===== src/design/pls_map.vh =====
// Register offsets, field positions, reset values and timing for the strap and indicator logic
`ifndef PLS_MAP_VH
`define PLS_MAP_VH

// ==========================================================
// Clock
`define PLS_CLK_MHZ 250

// ==========================================================
// Register offsets (byte addresses)
`define PLS_CTRL_OFS 4'h0
`define PLS_STAT_OFS 4'h4

// ==========================================================
// Control register fields
`define PLS_CTRL_ANEG_BIT 12
`define PLS_CTRL_SPEED_BIT 13
`define PLS_CTRL_MODE_LO 14
`define PLS_CTRL_MODE_HI 15
`define PLS_CTRL_MODE_RST 2'h0

// ==========================================================
// Status register fields
`define PLS_STAT_MODE0_BIT 0
`define PLS_STAT_MODE1_BIT 1
`define PLS_STAT_ANEG_BIT 2
`define PLS_STAT_SPEED_BIT 3
`define PLS_STAT_LINK_BIT 4
`define PLS_STAT_S100_BIT 5
`define PLS_STAT_BLINK_BIT 6
`define PLS_STAT_DONE_BIT 7

// ==========================================================
// Indicator mode encodings
`define PLS_MODE_LINK_ACT 2'h0
`define PLS_MODE_LINK_ONLY 2'h1

// ==========================================================
// Bus responses
`define PLS_RESP_OKAY 2'h0
`define PLS_RESP_SLVERR 2'h2

// ==========================================================
// Times: strap settle is a least time, blink half period a longest time
`define PLS_STRAP_SETTLE_NS 100
`define PLS_BLINK_HALF_US 50000
`define PLS_STRAP_SETTLE_CYC ((`PLS_STRAP_SETTLE_NS * `PLS_CLK_MHZ + 999) / 1000)
`define PLS_BLINK_HALF_CYC (`PLS_BLINK_HALF_US * `PLS_CLK_MHZ)

`endif


===== src/design/pls_strap_capture.v =====
// Strap sampling sequencer for the dual-purpose pins
`timescale 1ns/10ps
`include "pls_map.vh"

module pls_strap_capture #(
  parameter SETTLE_CYC = `PLS_STRAP_SETTLE_CYC,
  parameter PINS = 4
) (
  // Clock and reset
  input wire clk,
  input wire arst_n,
  // Pin levels while the pins float on their pulls
  input wire [PINS-1:0] pin_level,
  // Captured straps and end of configuration phase
  output reg [PINS-1:0] straps,
  output reg done,
  output reg done_pulse
);

  reg [15:0] cnt;

  // ==========================================================
  // Settle counter; straps are caught on the SETTLE_CYC-th clock after the release, never by the reset itself
  always @(posedge clk or negedge arst_n) begin
    if (!arst_n) begin
      cnt <= 16'h0000;
      straps <= {PINS{1'b0}};
      done <= 1'b0;
      done_pulse <= 1'b0;
    end else begin
      done_pulse <= 1'b0;
      if (!done) begin
        if (cnt == SETTLE_CYC[15:0] - 16'h0001) begin
          straps <= pin_level; // Pull levels have settled by now
          done <= 1'b1;
          done_pulse <= 1'b1;
        end else begin
          cnt <= cnt + 16'h0001;
        end
      end
    end
  end

endmodule // pls_strap_capture


===== src/design/pls_blink.v =====
// Activity blink generator shared by both indicators
`timescale 1ns/10ps

module pls_blink #(
  parameter HALF_CYC = 12500000,
  parameter CW = 24
) (
  // Clock and reset
  input wire clk,
  input wire arst_n,
  // Activity pulse or level from the core
  input wire act,
  // Toggle phase, zero when idle
  output reg phase
);

  reg [CW-1:0] cnt;
  reg running;
  reg seen;

  // ==========================================================
  // Half-period timer; activity inside a half period keeps it toggling
  always @(posedge clk or negedge arst_n) begin
    if (!arst_n) begin
      cnt <= {CW{1'b0}};
      running <= 1'b0;
      seen <= 1'b0;
      phase <= 1'b0;
    end else if (!running) begin
      cnt <= {CW{1'b0}};
      seen <= 1'b0;
      if (act) begin
        running <= 1'b1;
        phase <= 1'b1;
      end
    end else if (cnt == HALF_CYC[CW-1:0] - {{(CW-1){1'b0}}, 1'b1}) begin
      cnt <= {CW{1'b0}};
      seen <= act; // New activity on the expiry edge is kept
      if (seen || act) begin
        phase <= ~phase;
      end else begin
        phase <= 1'b0; // Idle again, back to rest level
        running <= 1'b0;
      end
    end else begin
      cnt <= cnt + {{(CW-1){1'b0}}, 1'b1};
      if (act) begin
        seen <= 1'b1;
      end
    end
  end

endmodule // pls_blink


===== src/design/pls_top.v =====
// Strap capture, MII status pins and programmable indicators behind an AXI4-Lite slave
//
// Summary of operation
// Collision pin drives MII collision after reset
// Carrier pin drives MII carrier sense after reset
// Collision pin strap becomes mode bit zero
// Carrier pin strap becomes mode bit one
// First indicator strap loads autoneg enable bit
// Mode 00: first indicator link, activity toggles
// Mode 01: first indicator shows link only
// Modes 10 and 11 reserved, undefined
// Second indicator strap loads speed select bit
// Mode 00: second indicator high 10, low 100
// Mode 01: second indicator shows activity
// Pins input during reset, outputs afterwards
// Activity indication idles high, toggles visibly
//
// The placing of the registers and the AXI4-Lite interface to the registers were left to the implementer.
`timescale 1ns/10ps
`include "pls_map.vh"

module pls_top #(
  parameter BLINK_HALF_CYC = `PLS_BLINK_HALF_CYC,
  parameter BLINK_CW = 24,
  parameter SETTLE_CYC = `PLS_STRAP_SETTLE_CYC
) (
  // Clock and reset
  input wire SYS_CLK,
  input wire ARST_N,
  // Core status
  input wire MII_COL,
  input wire MII_CRS,
  input wire LINK_UP,
  input wire SPEED_100,
  input wire ACTIVITY,
  // Collision pin
  input wire COL_PIN_I,
  output reg COL_PIN_O,
  output reg COL_PIN_OE,
  // Carrier pin
  input wire CRS_PIN_I,
  output reg CRS_PIN_O,
  output reg CRS_PIN_OE,
  // First indicator pin
  input wire FIRST_INDICATOR_I,
  output reg FIRST_INDICATOR_OUT,
  output reg FIRST_INDICATOR_OE,
  // Second indicator pin
  input wire SECOND_INDICATOR_I,
  output reg SECOND_INDICATOR_OUT,
  output reg SECOND_INDICATOR_OE,
  // Configuration toward the core
  output reg MODE_STRAP_BIT_ZERO,
  output reg MODE_STRAP_BIT_ONE,
  output reg AUTONEG_ENABLE,
  output reg SPEED_SELECT,
  output reg CONFIG_DONE,
  // AXI4-Lite write address
  input wire [3:0] S_AXI_AWADDR,
  input wire [2:0] S_AXI_AWPROT,
  input wire S_AXI_AWVALID,
  output reg S_AXI_AWREADY,
  // AXI4-Lite write data
  input wire [31:0] S_AXI_WDATA,
  input wire [3:0] S_AXI_WSTRB,
  input wire S_AXI_WVALID,
  output reg S_AXI_WREADY,
  // AXI4-Lite write response
  output reg [1:0] S_AXI_BRESP,
  output reg S_AXI_BVALID,
  input wire S_AXI_BREADY,
  // AXI4-Lite read address
  input wire [3:0] S_AXI_ARADDR,
  input wire [2:0] S_AXI_ARPROT,
  input wire S_AXI_ARVALID,
  output reg S_AXI_ARREADY,
  // AXI4-Lite read data
  output reg [31:0] S_AXI_RDATA,
  output reg [1:0] S_AXI_RRESP,
  output reg S_AXI_RVALID,
  input wire S_AXI_RREADY
);

  // ==========================================================
  // Internal state
  wire [3:0] pin_level;
  wire [3:0] straps;
  wire strap_done;
  wire strap_done_pulse;
  wire blink_phase;
  reg [1:0] indicator_mode_field;
  reg autoneg_ctrl;
  reg speed_ctrl;
  reg aw_got;
  reg w_got;
  reg [3:0] aw_addr;
  reg [31:0] w_data;
  reg [3:0] w_strb;
  reg next_first;
  reg next_second;
  wire mode_strap_bit_zero;
  wire mode_strap_bit_one;
  wire autoneg_enable_strap;
  wire speed_strap;
  wire [31:0] ctrl_word;
  wire [31:0] stat_word;
  wire wr_ctrl;
  wire wr_hit;

  // ==========================================================
  // Strap sampling while the pins float
  // Bit order: collision, carrier, first indicator, second indicator
  assign pin_level = {SECOND_INDICATOR_I, FIRST_INDICATOR_I, CRS_PIN_I, COL_PIN_I};

  pls_strap_capture #(
    .SETTLE_CYC(SETTLE_CYC),
    .PINS(4)
  ) u_strap (
    .clk(SYS_CLK),
    .arst_n(ARST_N),
    .pin_level(pin_level),
    .straps(straps),
    .done(strap_done),
    .done_pulse(strap_done_pulse)
  );

  // Named strap bits
  assign mode_strap_bit_zero = straps[0];
  assign mode_strap_bit_one = straps[1];
  assign autoneg_enable_strap = straps[2];
  assign speed_strap = straps[3];

  // ==========================================================
  // Activity blink, one timer serves both indicators
  pls_blink #(
    .HALF_CYC(BLINK_HALF_CYC),
    .CW(BLINK_CW)
  ) u_blink (
    .clk(SYS_CLK),
    .arst_n(ARST_N),
    .act(ACTIVITY),
    .phase(blink_phase)
  );

  // ==========================================================
  // Indicator levels per mode; high is off
  always @* begin
    next_first = 1'b1;
    next_second = 1'b1;
    case (indicator_mode_field)
      `PLS_MODE_LINK_ACT: begin
        next_first = ~LINK_UP ^ blink_phase;
        next_second = ~SPEED_100;
      end
      `PLS_MODE_LINK_ONLY: begin
        next_first = ~LINK_UP;
        next_second = ~blink_phase; // see R11
      end
      default: begin
        // Reserved codes: keep both lamps off rather than guess
        next_first = 1'b1;
        next_second = 1'b1;
      end
    endcase
  end

  // ==========================================================
  // Pin drivers: released while straps are read, driven afterwards
  always @(posedge SYS_CLK or negedge ARST_N) begin
    if (!ARST_N) begin
      COL_PIN_O <= 1'b0;
      COL_PIN_OE <= 1'b0;
      CRS_PIN_O <= 1'b0;
      CRS_PIN_OE <= 1'b0;
      FIRST_INDICATOR_OUT <= 1'b0;
      FIRST_INDICATOR_OE <= 1'b0;
      SECOND_INDICATOR_OUT <= 1'b0;
      SECOND_INDICATOR_OE <= 1'b0;
    end else begin
      COL_PIN_OE <= strap_done;
      CRS_PIN_OE <= strap_done;
      FIRST_INDICATOR_OE <= strap_done;
      SECOND_INDICATOR_OE <= strap_done;
      COL_PIN_O <= strap_done & MII_COL;
      CRS_PIN_O <= strap_done & MII_CRS;
      FIRST_INDICATOR_OUT <= strap_done & next_first;
      SECOND_INDICATOR_OUT <= strap_done & next_second;
    end
  end

  // ==========================================================
  // Configuration outputs toward the core
  always @(posedge SYS_CLK or negedge ARST_N) begin
    if (!ARST_N) begin
      MODE_STRAP_BIT_ZERO <= 1'b0;
      MODE_STRAP_BIT_ONE <= 1'b0;
      AUTONEG_ENABLE <= 1'b0;
      SPEED_SELECT <= 1'b0;
      CONFIG_DONE <= 1'b0;
    end else begin
      MODE_STRAP_BIT_ZERO <= mode_strap_bit_zero;
      MODE_STRAP_BIT_ONE <= mode_strap_bit_one;
      AUTONEG_ENABLE <= autoneg_ctrl;
      SPEED_SELECT <= speed_ctrl;
      CONFIG_DONE <= strap_done;
    end
  end

  // ==========================================================
  // Register layout
  // Control word at offset 0x0:
  //   [15:14] indicator mode, reset 00
  //   [13] speed select, loaded from second indicator strap
  //   [12] autoneg enable, loaded from first indicator strap
  //   Other bits read as zero, writes to them ignored
  //   Only the byte lane 1 strobe gates the write
  // Status word at offset 0x4, read only:
  //   [0] mode strap bit zero, collision pin
  //   [1] mode strap bit one, carrier pin
  //   [2] autoneg strap, first indicator pin
  //   [3] speed strap, second indicator pin
  //   [4] link state from the core
  //   [5] speed state from the core, high for 100
  //   [6] live blink phase
  //   [7] configuration done
  //   Writes answer OKAY and change nothing
  // Offsets 0x8 and 0xc answer SLVERR, reads give zero
  //
  // Bus timing
  // Write: response one clock after the later half is taken
  // Control bits change on that same edge
  // Address and data readies stay low until the response is taken
  // Read: data registered at the address handshake
  // Data stands until the read ready handshake
  // Protection inputs are not decoded
  //
  // Pin hazards
  // Straps are read before any pad driver turns on,
  // so a board pull never fights the device drive
  // A lamp pin pulled low on the board reads as a zero strap;
  // it still drives normally once configuration ends
  // Reserved modes park both lamps off, a visible hint
  // that software chose a code it should not use
  // One blink timer serves both lamps, but only one lamp
  // blinks in each mode, first in 00, second in 01; one counter traded for area
  // Straps are taken only after reset ends, so an async
  // reset edge cannot latch a half-settled level

  // ==========================================================
  // Register images
  assign ctrl_word = {16'h0000, indicator_mode_field, speed_ctrl, autoneg_ctrl, 12'h000};
  assign stat_word = {24'h00_0000, strap_done, blink_phase, SPEED_100, LINK_UP,
                      speed_strap, autoneg_enable_strap, mode_strap_bit_one, mode_strap_bit_zero};
  assign wr_hit = ({aw_addr[3:2], 2'b00} == `PLS_CTRL_OFS) || ({aw_addr[3:2], 2'b00} == `PLS_STAT_OFS);
  assign wr_ctrl = aw_got && w_got && !S_AXI_BVALID && ({aw_addr[3:2], 2'b00} == `PLS_CTRL_OFS);

  // ==========================================================
  // Control register; strap load wins over a write in the same cycle
  always @(posedge SYS_CLK or negedge ARST_N) begin
    if (!ARST_N) begin
      indicator_mode_field <= `PLS_CTRL_MODE_RST;
      autoneg_ctrl <= 1'b0;
      speed_ctrl <= 1'b0;
    end else begin
      if (wr_ctrl && w_strb[1]) begin
        indicator_mode_field <= w_data[`PLS_CTRL_MODE_HI:`PLS_CTRL_MODE_LO];
        autoneg_ctrl <= w_data[`PLS_CTRL_ANEG_BIT];
        speed_ctrl <= w_data[`PLS_CTRL_SPEED_BIT];
      end
      if (strap_done_pulse) begin
        autoneg_ctrl <= autoneg_enable_strap;
        speed_ctrl <= speed_strap;
      end
    end
  end

  // ==========================================================
  // Write channels: address and data taken in either order
  always @(posedge SYS_CLK or negedge ARST_N) begin
    if (!ARST_N) begin
      S_AXI_AWREADY <= 1'b1;
      S_AXI_WREADY <= 1'b1;
      S_AXI_BVALID <= 1'b0;
      S_AXI_BRESP <= `PLS_RESP_OKAY;
      aw_got <= 1'b0;
      w_got <= 1'b0;
      aw_addr <= 4'h0;
      w_data <= 32'h0000_0000;
      w_strb <= 4'h0;
    end else begin
      if (S_AXI_AWVALID && S_AXI_AWREADY) begin
        aw_got <= 1'b1;
        aw_addr <= S_AXI_AWADDR;
        S_AXI_AWREADY <= 1'b0;
      end
      if (S_AXI_WVALID && S_AXI_WREADY) begin
        w_got <= 1'b1;
        w_data <= S_AXI_WDATA;
        w_strb <= S_AXI_WSTRB;
        S_AXI_WREADY <= 1'b0;
      end
      // Both halves held: commit and answer
      if (aw_got && w_got && !S_AXI_BVALID) begin
        S_AXI_BVALID <= 1'b1;
        S_AXI_BRESP <= wr_hit ? `PLS_RESP_OKAY : `PLS_RESP_SLVERR;
        aw_got <= 1'b0;
        w_got <= 1'b0;
      end
      // Readies come back only after the response is taken, one write at a time
      if (S_AXI_BVALID && S_AXI_BREADY) begin
        S_AXI_BVALID <= 1'b0;
        S_AXI_AWREADY <= 1'b1;
        S_AXI_WREADY <= 1'b1;
      end
    end
  end

  // ==========================================================
  // Read channel; status is live, sampled at the address handshake
  always @(posedge SYS_CLK or negedge ARST_N) begin
    if (!ARST_N) begin
      S_AXI_ARREADY <= 1'b1;
      S_AXI_RVALID <= 1'b0;
      S_AXI_RDATA <= 32'h0000_0000;
      S_AXI_RRESP <= `PLS_RESP_OKAY;
    end else begin
      if (S_AXI_ARVALID && S_AXI_ARREADY) begin
        S_AXI_ARREADY <= 1'b0;
        S_AXI_RVALID <= 1'b1;
        if ({S_AXI_ARADDR[3:2], 2'b00} == `PLS_CTRL_OFS) begin
          S_AXI_RDATA <= ctrl_word;
          S_AXI_RRESP <= `PLS_RESP_OKAY;
        end else if ({S_AXI_ARADDR[3:2], 2'b00} == `PLS_STAT_OFS) begin
          S_AXI_RDATA <= stat_word;
          S_AXI_RRESP <= `PLS_RESP_OKAY;
        end else begin
          S_AXI_RDATA <= 32'h0000_0000; // Unmapped reads zero with an error
          S_AXI_RRESP <= `PLS_RESP_SLVERR;
        end
      end
      if (S_AXI_RVALID && S_AXI_RREADY) begin
        S_AXI_RVALID <= 1'b0;
        S_AXI_ARREADY <= 1'b1;
      end
    end
  end

endmodule // pls_top


===== config.mk =====
export PLATFORM = sky130hd
export DESIGN_NAME = pls_top
export DESIGN_NICKNAME = d
export VERILOG_FILES = /design/src/design/pls_strap_capture.v /design/src/design/pls_blink.v /design/src/design/pls_top.v
export VERILOG_INCLUDE_DIRS = /design/src /design/src/design
export SDC_FILE = /design/constraint.sdc
export NUM_CORES = 1
export LEC_CHECK = 0
export BUFFER_PORTS_ARGS = -buffer_cell sky130_fd_sc_hd__buf_2
export CORE_MARGIN = 5
export CORE_UTILIZATION = 50
export DETAILED_ROUTE_END_ITERATION = 8
export PLACE_DENSITY = 0.84
export SYNTH_ARGS = -nofsm -noshare
export SYNTH_HDL_FRONTEND = slang
export SYNTH_HIERARCHICAL = 1
export SYNTH_SLANG_ARGS = --single-unit

===== constraint.sdc =====
create_clock -name SYS_CLK -period 3.1 [get_ports SYS_CLK]
set_clock_uncertainty 0.05 [all_clocks]
set_input_delay 0.465 -clock SYS_CLK [delete_from_list [all_inputs] [get_ports SYS_CLK]]
set_output_delay 0.465 -clock SYS_CLK [all_outputs]
set_load 0.02 [all_outputs]

==> results.json <==
{
  "setup_viol": 0,
  "rsz0062_at_grt": "false",
  "io_pins": 120,
  "cp.required_ns": 3.33,
  "wl_per_cell_um": 14.9,
  "first_pass_iters": 4,
  "core_area_um2": 8130,
  "nFillCells": 647,
  "final_core_util": 0.566,
  "die_x_um": 101,
  "place.detailed.hpwl_um": 5550,
  "path_max_fanout": 6,
  "grt_max_degree": 91,
  "drive_gt1_frac": 0.239,
  "synth.cell_area_um2": 4120,
  "ant_nets": 0,
  "hold_buffers": 0,
  "fmax_mhz": 443,
  "initial_core_util": 0.506,
  "rows": 33,
  "synth_warnings": 6,
  "hold_slack_ns": 0.221,
  "num_vias": 2846,
  "gp_congestion": 0.913,
  "die-area_um2": 10100,
  "report.final.slew_viol_count": 0,
  "synthFlopType": "dfrtp_1",
  "grt_usage": 0.160,
  "tightest_slew_ns": 1.07,
  "p_leak_nw": 2.04,
  "synth_seq_area_share": 0.548,
  "ctsHtreeMaxLevel": 3,
  "vdd_drop_max_uv": 209,
  "power.total_mw": 2.83,
  "area_growth_syn_to_layout_pct": 11.9,
  "cts_tree": "yes",
  "setup_ws_ns": 0.841,
  "drtIter0Drc": 118,
  "path_cells": "ha_1 -> nand4_1 -> or4_4 -> or3_1 -> a21oi_1",
  "period_needed_ns": 2.26,
  "power.density_nw_per_um2": 615,
  "finalCritPeriodShare": 0.729,
  "cts_buffers": 9,
  "nets": 487,
  "grt_pass1_wl_um": 13200,
  "crit_slowest_cell": "or4_4",
  "synth-edff-count": 0,
  "die_h_um": 101,
  "io_buffers": 56,
  "slowest_delay_ns": 0.66,
  "route.detailed.drc": 0,
  "clkSinkCount": 90,
  "synth-async-reset-ratio": 1.00,
  "startpoint_type": "flip-flop",
  "cts_resized": 0,
  "path_delay_family": "simple AND/OR/NAND/NOR gates",
  "max_slew_margin": 0.285,
  "path_class": "flip-flop to flip-flop",
  "ys_types": 54,
  "fin_tns_setup_ns": 0,
  "grt_pass1_vias": 2832,
  "pre_cts_slack_ns": 0.844,
  "syn_inst": 360,
  "antenna-diode-count": 0,
  "grt_antenna_before_repair": 0,
  "clk_latency_ns": 0.35,
  "hold_violations": 0,
  "fin_cells": 528,
  "avgViaCountPerCell": 5.39,
  "path_buf_inv": 0,
  "synth_seq_cells": 90,
  "status": "completed",
  "hold_path.class": "input port to flip-flop",
  "placed_cell_area_um2": 4400,
  "grt_overflow": 0,
  "end_kind": "flip-flop",
  "maxCapViolations": 0,
  "final_area_um2": 4600,
  "syn_area_per_cell_um2": 11.4,
  "critPathArrivalTime_ns": 2.49,
  "cts_buffer_depth": 2,
  "clk_pin_slew_ns": 0.09,
  "cts-root-buf": "clkbuf_8",
  "finalWirelength_um": 7860,
  "placed_cells": 512,
  "cts_setup_buffers": 0
}
## logic make-up after synthesis
| kind of cell | Yosys count | share of synthesized area |
|---|---|---|
| AO/OA/AOI/OAI | 56 | 0.0900 |
| XOR/XNOR | 28 | 0.0596 |
| adder cells (fa/ha/maj) | 3 | 0.00912 |
| buffers and inverters | 44 | 0.0644 |
| flip-flops | 90 | 0.548 |
| multiplexers | 16 | 0.0468 |
| other | 1 | 0.000911 |
| AND/OR/NAND/NOR | 122 | 0.181 |
## flip-flops by register name (all words and copies together), names as in the netlist, 2 cells and up
| name | count |
|---|---|
| u_blink/cnt | 24 |
| u_strap/cnt | 16 |
| S_AXI_RDATA | 12 |
| u_strap/straps | 4 |
| w_data | 4 |
| aw_addr | 2 |
| indicator_mode_field | 2 |
## where the power goes
group          switching (mW)  internal [mW]  total, mW
registers               0.132           1.37       1.50
logic                   0.314          0.215      0.529
clock network           0.404          0.399      0.803
## synthesized netlist by cell type (3+ instances only)
cell,number,area (um2)
dfrtp_1,87,2180
buf_4,26,195
nand2_1,24,90.1
nor2_1,22,82.6
xnor2_1,20,175
o21ai_0,15,75.1
a21oi_1,13,65.1
inv_1,13,48.8
nand3_1,13,65.1
a22o_1,12,105
nand4_1,9,56.3
mux2_2,8,90.1
or3_1,8,50.1
xor2_1,8,70.1
nor3_1,6,30.0
o31ai_1,5,37.5
or4_1,5,37.5
and4_1,4,35.0
mux2_4,4,60.1
o21a_1,4,30.0
and3_1,3,18.8
clkbuf_1,3,11.3
dfstp_2,3,78.8
ha_1,3,37.5
nor2b_1,3,18.8
nor4_1,3,18.8
## worst paths after layout
path                                          startpoint                   endpoint  slack [ns]  cells after the start
max in group asynchronous                         ARST_N   u_blink/cnt[6]$_DFF_PN0_        2.06                      1
worst max register to register  u_blink/cnt[0]$_DFF_PN0_  u_blink/cnt[18]$_DFF_PN0_        0.84                      5
worst min-delay path                        S_AXI_WVALID   S_AXI_WREADY$_DFFE_PN1P_        0.22                      2
worst max-delay path            u_blink/cnt[0]$_DFF_PN0_  u_blink/cnt[18]$_DFF_PN0_        0.84                      5
worst min register to register  autoneg_ctrl$_DFFE_PN0P_   AUTONEG_ENABLE$_DFF_PN0_        0.36                      0
min in group asynchronous                         ARST_N     speed_ctrl$_DFFE_PN0P_        0.25                      1
## area by class of cell
class / count / area, um2 / share of cell area
multi-input combinational: 247 / 1670 / 0.364
clock buffer: 11 / 141 / 0.0307
inverter: 13 / 48.8 / 0.0106
tap: 105 / 131 / 0.0285
sequential: 90 / 2260 / 0.490
clock inverter: 5 / 62.6 / 0.0136
timing repair buffer: 57 / 290 / 0.0630
## layer usage
metal | track usage | up-vias | wire length (um) | part of all wire
met1 | 0.204 | 1381 | 3280 | 0.42
met4 | 0.0653 | 0 | 179 | 0.023
met5 | 0 | - | 0 | 0
met2 | 0.268 | 97 | 3840 | 0.49
met3 | 0.0318 | 17 | 555 | 0.071
li1 | - | 1351 | - | -
## cells in the final DEF, fill, tap and decap left out, types with 2 or more instances in the layout
| cell type | n |
|---|---|
| a21oi_1 | 13 |
| a22o_1 | 12 |
| a41oi_1 | 2 |
| and2_1 | 2 |
| and3_1 | 3 |
| and4_1 | 4 |
| buf_2 | 55 |
| buf_4 | 2 |
| clkbuf_8 | 10 |
| clkinvlp_4 | 2 |
| conb_1 | 22 |
| dfrtp_1 | 87 |
| dfstp_2 | 3 |
| ha_1 | 3 |
| inv_1 | 13 |
| mux2_1 | 2 |
| mux2_2 | 8 |
| mux2_4 | 4 |
| mux2i_1 | 2 |
| nand2_1 | 24 |
| nand3_1 | 13 |
| nand4_1 | 9 |
| nand4_2 | 2 |
| nor2_1 | 22 |
| nor2b_1 | 3 |
| nor3_1 | 6 |
| nor4_1 | 3 |
| nor4_4 | 2 |
| nor4b_1 | 2 |
| o21a_1 | 4 |
| o21ai_0 | 15 |
| o21ai_1 | 2 |
| o31ai_1 | 5 |
| or3_1 | 8 |
| or4_1 | 5 |
| xnor2_1 | 20 |
| xor2_1 | 8 |
## worst reg2reg max path: cells and delay by family (launching register included)
family	cells	cell delay, ns
adders and majority gates	1	0.25
and+or+nand+nor	3	1.33
AOI/OAI and AO/OA	1	0.14
DFF	1	0.42
Power figures use the tool's default switching activity.
